$ cat config.mk
export PLATFORM = sky130hd
export DESIGN_NAME = eac_eeprom_access_control
export DESIGN_NICKNAME = d
export VERILOG_FILES = /design/src/logic/eac_pkg.sv /design/src/logic/eac_eeprom_access_control.sv
export SDC_FILE = /design/constraint.sdc
export NUM_CORES = 2
export LEC_CHECK = 0
export BUFFER_PORTS_ARGS = -buffer_cell sky130_fd_sc_hd__buf_2
export CORE_MARGIN = 2
export CORE_UTILIZATION = 41
export DETAILED_ROUTE_END_ITERATION = 8
export RECOVER_POWER = 100
export SYNTH_ARGS = -nofsm -noshare
export SYNTH_HDL_FRONTEND = slang
export SYNTH_SLANG_ARGS = --single-unit
$ cat constraint.sdc
create_clock -name sys_clk -period 6.85 [get_ports sys_clk]
set_clock_uncertainty 0.1 [all_clocks]
set_input_delay 1.0275 -clock sys_clk [delete_from_list [all_inputs] [get_ports sys_clk]]
set_output_delay 1.0275 -clock sys_clk [all_outputs]
set_load 0.05 [all_outputs]
$ cat src/logic/eac_pkg.sv
// constants and carrier types for the eeprom access control block
// assumes a cpu core on sys_clk issuing single-cycle register accesses
package eac_pkg;
    // -------------------------------------------------------------
    // register select codes on the core's register port
    // -------------------------------------------------------------
    localparam logic [1:0] SEL_CONTROL = 2'h0;
    localparam logic [1:0] SEL_ADDR_LO = 2'h1;
    localparam logic [1:0] SEL_ADDR_HI = 2'h2;
    localparam logic [1:0] SEL_DATA = 2'h3;

    // -------------------------------------------------------------
    // control register fields and reset values
    // -------------------------------------------------------------
    localparam int BIT_READ_STROBE = 0;
    localparam int BIT_WRITE_STROBE = 1;
    localparam int BIT_MASTER_ARM = 2;
    localparam int BIT_READY_IRQ_EN = 3;
    localparam logic [3:0] CTRL_RSVD_VALUE = 4'h0;
    localparam logic [8:0] ADDR_RESET = 9'h000;
    localparam logic [7:0] DATA_RESET = 8'h00;
    localparam int ADDR_W = 9;
    localparam int ARRAY_BYTES = 512;

    // -------------------------------------------------------------
    // timing counts
    // -------------------------------------------------------------
    localparam int OSC_FREQ_KHZ = 1000;
    localparam int WR_OSC_CYCLES = 8448;
    localparam logic [1:0] ARM_LAST = 2'h3;
    localparam logic [2:0] WR_STALL_CYCLES = 3'h2;
    localparam logic [2:0] RD_STALL_CYCLES = 3'h4;

    typedef struct packed {
        logic [1:0] sel;
        logic wr;
        logic [7:0] wdata;
    } eac_io_req_t;

    typedef enum logic [1:0] {
        EAC_IDLE = 2'b01,
        EAC_PROG = 2'b10
    } eac_wr_state_t;
endpackage

$ cat src/logic/eac_eeprom_access_control.sv
// eeprom access control: control, address and data registers plus the
// self-timed byte write engine and the 512-byte data array
// assumes the core holds off its next instruction while cpu_stall_ff is high
// How it works
// - control bits 7..4 always read zero
// - ready irq needs enable and global enable
// - ready irq is a level while idle
// - strobe within four clocks of arm writes
// - strobe without arm does nothing
// - arm bit self-clears after four clocks
// - strobe programs held data at held address
// - strobe refused during flash self-programming; a write already running still completes
// - strobe bit clears when programming ends
// - write start stalls the core two cycles
// - read strobe loads data, stalls four cycles
// - reads and address changes blocked while busy
// - write lasts 8448 calibrated oscillator cycles
// - core reset does not abort a write
// - nine-bit address, upper high bits zero
// - data register feeds writes, receives reads
`timescale 1ns/1ps
module eac_eeprom_access_control #(
    parameter int unsigned WRITE_OSC_CYCLES = eac_pkg::WR_OSC_CYCLES
) (
    input wire logic sys_clk,
    input wire logic reset_n,
    input wire logic power_ok_n,
    input wire eac_pkg::eac_io_req_t io_req,
    input wire logic core_irq_enable,
    input wire logic self_prog_active,
    input wire logic cal_osc_clk,
    output logic [7:0] io_rdata_ff,
    output logic ready_irq_ff,
    output logic cpu_stall_ff
);
    import eac_pkg::*;

    // -------------------------------------------------------------
    // register access decode
    // -------------------------------------------------------------
    function automatic logic sel_wr(input eac_io_req_t r, input logic [1:0] s);
        sel_wr = r.wr && (r.sel == s);
    endfunction

    logic ready_irq_en_ff;
    logic arm_ff;
    logic [1:0] arm_cnt_ff;
    logic [ADDR_W-1:0] addr_ff;
    logic [7:0] data_ff;
    logic [2:0] stall_cnt_ff;
    eac_wr_state_t state_ff;
    eac_wr_state_t nxt_state;
    logic [13:0] osc_cnt_ff;
    logic [ADDR_W-1:0] prog_addr_ff;
    logic [7:0] prog_data_ff;
    logic osc_s1_ff;
    logic osc_s2_ff;
    logic osc_s3_ff;
    logic [7:0] mem [0:ARRAY_BYTES-1];

    logic ctrl_wr;
    logic busy;
    logic start_wr;
    logic start_rd;
    logic osc_tick;
    logic prog_done;

    assign ctrl_wr = sel_wr(io_req, SEL_CONTROL);
    assign busy = (state_ff == EAC_PROG);
    assign start_wr = ctrl_wr && io_req.wdata[BIT_WRITE_STROBE] && arm_ff && !busy
        && !self_prog_active;
    assign start_rd = ctrl_wr && io_req.wdata[BIT_READ_STROBE] && !busy;
    assign osc_tick = osc_s2_ff && !osc_s3_ff;
    assign prog_done = busy && osc_tick && (osc_cnt_ff == 14'(WRITE_OSC_CYCLES - 1));

    // -------------------------------------------------------------
    // core-side control bits
    // -------------------------------------------------------------
    always_ff @(posedge sys_clk or negedge reset_n)
    begin
        if (!reset_n)
            ready_irq_en_ff <= 1'b0;
        else if (ctrl_wr)
            ready_irq_en_ff <= io_req.wdata[BIT_READY_IRQ_EN];
    end

    always_ff @(posedge sys_clk or negedge reset_n)
    begin
        if (!reset_n)
        begin
            arm_ff <= 1'b0;
            arm_cnt_ff <= 2'h0;
        end
        else if (ctrl_wr && io_req.wdata[BIT_MASTER_ARM])
        begin
            arm_ff <= 1'b1;
            arm_cnt_ff <= 2'h0;
        end
        else if (arm_ff)
        begin
            arm_ff <= (arm_cnt_ff != ARM_LAST);
            arm_cnt_ff <= arm_cnt_ff + 2'h1;
        end
    end

    always_ff @(posedge sys_clk or negedge reset_n)
    begin
        if (!reset_n)
            addr_ff <= ADDR_RESET;
        else if (!busy && sel_wr(io_req, SEL_ADDR_LO))
            addr_ff[7:0] <= io_req.wdata;
        else if (!busy && sel_wr(io_req, SEL_ADDR_HI))
            addr_ff[8] <= io_req.wdata[0];
    end

    // read lands in the data register at once
    always_ff @(posedge sys_clk or negedge reset_n)
    begin
        if (!reset_n)
            data_ff <= DATA_RESET;
        else if (start_rd)
            data_ff <= mem[addr_ff];
        else if (sel_wr(io_req, SEL_DATA))
            data_ff <= io_req.wdata;
    end

    always_ff @(posedge sys_clk or negedge reset_n)
    begin
        if (!reset_n)
        begin
            stall_cnt_ff <= 3'h0;
            cpu_stall_ff <= 1'b0;
        end
        else if (start_wr)
        begin
            stall_cnt_ff <= WR_STALL_CYCLES - 3'h1;
            cpu_stall_ff <= 1'b1;
        end
        else if (start_rd)
        begin
            stall_cnt_ff <= RD_STALL_CYCLES - 3'h1;
            cpu_stall_ff <= 1'b1;
        end
        else
        begin
            stall_cnt_ff <= (stall_cnt_ff != 3'h0) ? stall_cnt_ff - 3'h1 : 3'h0;
            cpu_stall_ff <= (stall_cnt_ff != 3'h0);
        end
    end

    always_ff @(posedge sys_clk or negedge reset_n)
    begin
        if (!reset_n)
            io_rdata_ff <= 8'h00;
        else
            case (io_req.sel)
                SEL_CONTROL: io_rdata_ff <= {CTRL_RSVD_VALUE, ready_irq_en_ff, arm_ff, busy, 1'b0};
                SEL_ADDR_LO: io_rdata_ff <= addr_ff[7:0];
                SEL_ADDR_HI: io_rdata_ff <= {7'h00, addr_ff[8]};
                default: io_rdata_ff <= data_ff;
            endcase
    end

    // level request whenever both enables are set and the engine is idle
    always_ff @(posedge sys_clk or negedge reset_n)
    begin
        if (!reset_n)
            ready_irq_ff <= 1'b0;
        else
            ready_irq_ff <= ready_irq_en_ff && core_irq_enable && !busy;
    end

    // -------------------------------------------------------------
    // write engine, on the supply reset only
    // -------------------------------------------------------------
    // oscillator is asynchronous to sys_clk; s3 only serves edge detect
    always_ff @(posedge sys_clk or negedge power_ok_n)
    begin
        if (!power_ok_n)
        begin
            osc_s1_ff <= 1'b0;
            osc_s2_ff <= 1'b0;
            osc_s3_ff <= 1'b0;
        end
        else
        begin
            osc_s1_ff <= cal_osc_clk;
            osc_s2_ff <= osc_s1_ff;
            osc_s3_ff <= osc_s2_ff;
        end
    end

    always_comb
    begin
        nxt_state = state_ff;
        case (state_ff)
            EAC_IDLE: if (start_wr) nxt_state = EAC_PROG;
            EAC_PROG: if (prog_done) nxt_state = EAC_IDLE;
            default: nxt_state = EAC_IDLE;
        endcase
    end

    // busy survives a core reset, clears at the end
    always_ff @(posedge sys_clk or negedge power_ok_n)
    begin
        if (!power_ok_n)
            state_ff <= EAC_IDLE;
        else
            state_ff <= nxt_state;
    end

    always_ff @(posedge sys_clk or negedge power_ok_n)
    begin
        if (!power_ok_n)
            osc_cnt_ff <= 14'h0000;
        else if (!busy)
            osc_cnt_ff <= 14'h0000;
        else if (osc_tick)
            osc_cnt_ff <= osc_cnt_ff + 14'h0001;
    end

    // latch byte and address at launch
    always_ff @(posedge sys_clk or negedge power_ok_n)
    begin
        if (!power_ok_n)
        begin
            prog_addr_ff <= ADDR_RESET;
            prog_data_ff <= DATA_RESET;
        end
        else if (start_wr)
        begin
            prog_addr_ff <= addr_ff;
            prog_data_ff <= data_ff;
        end
    end

    // array cells carry no reset, like the real cells
    always_ff @(posedge sys_clk)
    begin
        if (prog_done)
            mem[prog_addr_ff] <= prog_data_ff;
    end

    // -------------------------------------------------------------
    // checks
    // -------------------------------------------------------------
    a_rsvd_read_zero: assert property (@(posedge sys_clk) disable iff (!reset_n)
        $past(io_req.sel) == SEL_CONTROL |-> io_rdata_ff[7:4] == 4'h0)
        else $error("control spare bits not zero");
    a_irq_gating: assert property (@(posedge sys_clk) disable iff (!reset_n || !power_ok_n)
        !ready_irq_en_ff || !core_irq_enable |=> !ready_irq_ff)
        else $error("ready irq without enables");
    a_irq_level: assert property (@(posedge sys_clk) disable iff (!reset_n || !power_ok_n)
        ready_irq_en_ff && core_irq_enable && !busy ##1 ready_irq_en_ff && core_irq_enable
        && !busy |=> ready_irq_ff[*1] ##0 $past(ready_irq_ff))
        else $error("ready irq not held as a level");
    a_arm_window: assert property (@(posedge sys_clk) disable iff (!reset_n)
        $rose(arm_ff) ##0 !ctrl_wr [*4] |-> arm_ff [*4] ##1 !arm_ff)
        else $error("arm bit did not time out after four clocks");
    a_write_launch: assert property (@(posedge sys_clk) disable iff (!reset_n || !power_ok_n)
        !busy && ctrl_wr && io_req.wdata[BIT_WRITE_STROBE] && arm_ff && !self_prog_active
        |=> busy)
        else $error("armed strobe did not start a write");
    a_no_arm_no_write: assert property (@(posedge sys_clk) disable iff (!reset_n || !power_ok_n)
        !busy && !arm_ff |=> !busy)
        else $error("write started without arm");
    a_spm_block: assert property (@(posedge sys_clk) disable iff (!reset_n || !power_ok_n)
        !busy && self_prog_active |=> !busy)
        else $error("write started during self programming");
    a_wr_stall: assert property (@(posedge sys_clk) disable iff (!reset_n || !power_ok_n)
        start_wr ##1 !ctrl_wr |-> cpu_stall_ff [*2] ##1 !cpu_stall_ff)
        else $error("write stall not two cycles");
    a_rd_stall: assert property (@(posedge sys_clk) disable iff (!reset_n || !power_ok_n)
        start_rd |=> cpu_stall_ff [*4] ##1 !cpu_stall_ff)
        else $error("read stall not four cycles");
    a_addr_frozen: assert property (@(posedge sys_clk) disable iff (!reset_n || !power_ok_n)
        busy |=> $stable(addr_ff))
        else $error("address changed while busy");
    a_done_clears: assert property (@(posedge sys_clk) disable iff (!power_ok_n)
        prog_done |=> !busy)
        else $error("strobe bit not cleared at write end");

    c_write_start: cover property (@(posedge sys_clk) disable iff (!reset_n) start_wr);
    c_write_done: cover property (@(posedge sys_clk) disable iff (!power_ok_n) prog_done);
    c_read: cover property (@(posedge sys_clk) disable iff (!reset_n) start_rd);
    c_arm_expire: cover property (@(posedge sys_clk) disable iff (!reset_n) $fell(arm_ff));
endmodule

==> metrics.txt <==
status=complete, but fails checks; violated checks=capacitance limit, slew limit; CTS Buf Count=405; Hold Violations, Final=0; Nets=7,707; port buffer count=26; # setup viols final=0; main area contributors after synthesis=edfxtp_1 (76%), mux4_2 (15%), mux2i_1 (1.5%); complex-gate fraction of the synthesized area=0.02059; Post-synth EDFFs=4,096; CP required=7640 ps; initial antenna violation count=21; multiplexer share of the synthesized area=0.1650; CP dominant cell by count=clkbuf_1; die area=between 0.4 and 0.5 mm^2; Worst-Skew Late Latency=1000 ps; CP Class=register to register; Bufs and invs on worst path=3; Global Route Usage Sum=0.2199; area leader, netlist=edfxtp_1; hold path start=cal_osc_clk; met3 wire length=between 40,000 and 50,000 um; element type at the critical path end=register; routed vias=79,678; fin crit share=0.9147; Pins Over Slew Limit=slightly below 3,000; via/cell ratio=6.008; metal2 WL=209,700 um; syn_nets=7,550; Adder-Cell Fraction of Synth Area=0.0001544; Peak VDD IR=roughly 0.00021 V; number of DRC markers in iteration 0=between 10,000 and 15,000; area post-placement=0.1685 mm^2; unrepaired setup endpoints after global routing=false; crit-path leading delay family=buffers and inverters; Seq/Total Area, Yosys=0.7696; WL/cell=33.61 um; Power Dens Cells=~280 mW/mm^2; area added between synthesis and finish=12.11%; Worst Tran Pin Value=4736 ps; first-pass GRT wire length=about 630,000 um; slowest CP cell=clkinvlp_2; Root Driver=clkbuf_16; Distinct cells, synth=81; drt first pass iters=8; startpoint types=register; final WL=445,700 um; Yosys top cell area share=0.7588; design area=0.1817 mm^2; CTS H-Tree Depth=5; I/O Pins=27; Cell Area, Synth=0.1621 mm^2; wire length on met1=177,100 um; warnings from Yosys=0; residual DRC count=0; CORE AREA=0.3931 mm^2; Die Span X=around 630 um; Starting Density=0.4124; post-detail-place hpwl=262,500 um; largest net degree at the start of global routing=between 150 and 200; simple-gate share of the synthesized area=0.02784; Worst path max stage delay=between 1500 and 2000 ps; CTS clock-pin slew for the worst setup and hold paths=~70 ps; P_leak=approximately 0.043 uW; vias in the first global route=79,674; Chip Height=632.8 um; share of layout cells above drive strength 1=0.2424; largest family of logic cells by synthesized area=multiplexers; Syn Area/Cell=21.52 um^2; GP Congestion=0.8665; Final ANT Viol Nets=0; post-layout util=0.4623; CTS tree=done; setup_tns=0 ps; max frequency=159.6 MHz; CP Cell Sequence=clkinvlp_2 > clkbuf_1 > nand2_1 > and3_1 > a2111oi_0 > clkbuf_1 > a211oi_1 > nand4_1 > a32o_1; max_slew headroom=-2.157; hold crit path type=input port to register; critical-path maximum fanout=28; hold_buf cts=0; Syn Inst Count=7,531; Post-synth top flop=edfxtp_1; Synth Register Bits=4,166; post-CTS repair timing setup buffer count=0; uppermost layer routed=met5; total clock sinks=4,166; worst r2r src=addr_ff[2]; asr flop ratio synth=0.01680; clk buf depth=4; Rows=230; worst setup path start=addr_ff[2]; CP Data Arrival Time=7050 ps; max-cap violation count=40; Congestion Overflow GR=0; Post-Synth XOR/XNOR Area=0.0006484; Final min period=between 6000 and 7000 ps; CTS resizes=0
-- worst register-to-register path, delay by kind of cell (launching register included) --
family | cells | cell delay (ps)
DFF | 1 | 740
buffers and inverters | 3 | 3220
and+or+nand+nor | 3 | 910
AOI/OAI and AO/OA | 3 | 1200
-- state kept, by name (all words and copies together), names as in the netlist, 2 cells and up --
register and cells:
osc_cnt_ff 14, prog_data_ff 8, data_ff 8, mem 4096, prog_addr_ff 9, arm_cnt_ff 2, io_rdata_ff 8, stall_cnt_ff 3
state_ff 2, addr_ff 9
-- final cells by class --
type,instances,area (um^2)
fillers,32305,211400
flip-flops and latches,4166,124800
multi-input cells,2896,35000
clock buffers,482,10670
well taps,5220,6531
clock inverters,261,2798
repair buffers,210,1856
inverters,9,47.55
diodes,18,45.04
-- metal layers --
metal  up-vias  track usage
li1      31792            -
met1     42823       0.3055
met2      4287       0.3445
met3       756      0.04990
met4        20      0.07280
met5         -     0.002415
-- per-stage QoR --
step	total power [uW]	std cells	hold WS (ps)	setup slack [ps]
finish	51290	13262	81.93	584.5
detailed placement	29080	12501	300.0	1536
floorplan	28700	7531	231.2	2468
global route	52530	13249	55.00	667.0
CTS	51530	13244	20.91	1495
global placement	29060	12500	341.6	1560
-- cell usage after synthesis (all sizes together) (4+ instances only) --
| cell type | count |
|---|---|
| a2111oi | 14 |
| a211oi | 32 |
| a21o | 5 |
| a21oi | 62 |
| a221oi | 21 |
| a22o | 16 |
| a22oi | 52 |
| a311oi | 7 |
| a31oi | 35 |
| a32oi | 11 |
| and2 | 16 |
| and3 | 19 |
| buf | 252 |
| clkbuf | 208 |
| dfrtp | 69 |
| edfxtp | 4096 |
| inv | 7 |
| mux2 | 47 |
| mux2i | 246 |
| mux4 | 1055 |
| nand2 | 254 |
| nand2b | 8 |
| nand3 | 45 |
| nand4 | 15 |
| nor2 | 609 |
| nor2b | 36 |
| nor3 | 23 |
| nor3b | 7 |
| nor4 | 9 |
| o211ai | 15 |
| o21ai | 43 |
| o221ai | 52 |
| o22a | 7 |
| o22ai | 52 |
| o311a | 4 |
| o31ai | 6 |
| o32ai | 4 |
| or2 | 4 |
| or3 | 9 |
| xnor2 | 6 |
| xor2 | 6 |
-- report_power, final --
part | internal, uW | total, uW | switching (uW)
Combinational | 288 | 895 | 607
Sequential | 27600 | 27600 | 59.5
Clock | 13000 | 22800 | 9720
-- logic make-up after synthesis --
kind of cell             after synthesis
AND/OR/NAND/NOR                     1070
flip-flops                          4166
XOR/XNOR                              12
AO/OA/AOI/OAI                        464
multiplexers                        1348
adder cells (fa/ha/maj)                2
buffers and inverters                469
-- worst paths after layout --
| kind | to | slack (ps) | cells past startpoint |
|---|---|---|---|
| max in group asynchronous | addr_ff[3] | 4360 | 1 |
| worst max register to register | data_ff[3] | 580 | 9 |
| worst min register to register | osc_s2_ff | 340 | 0 |
| min in group asynchronous | io_rdata_ff[7] | 630 | 1 |
| worst max-delay path | data_ff[3] | 580 | 9 |
| worst min-delay path | osc_s1_ff | 80 | 1 |
-- cell usage in the layout (no fill, tap or decap), types with 12 or more instances in the layout --
| master | n |
|---|---|
| and2_1 | 14 |
| clkinv_1 | 74 |
| mux2i_1 | 246 |
| nand3_1 | 39 |
| diode_2 | 18 |
| clkinvlp_4 | 36 |
| a22oi_1 | 52 |
| a21oi_1 | 62 |
| a31oi_1 | 35 |
| clkbuf_1 | 96 |
| and3_1 | 19 |
| a22o_1 | 16 |
| buf_2 | 14 |
| mux2_2 | 46 |
| buf_4 | 110 |
| nand4_1 | 15 |
| buf_12 | 38 |
| dfrtp_1 | 62 |
| clkinv_2 | 70 |
| o22ai_1 | 52 |
| o211ai_1 | 15 |
| clkbuf_16 | 413 |
| o21ai_0 | 42 |
| nor3_1 | 20 |
| mux4_2 | 1055 |
| a211oi_1 | 31 |
| bufinv_16 | 50 |
| edfxtp_1 | 4096 |
| nand2_1 | 243 |
| a221oi_1 | 21 |
| nor2_1 | 604 |
| nor2b_1 | 29 |
| o221ai_1 | 52 |
| clkbuf_2 | 12 |
Power figures use the tool's default switching activity.
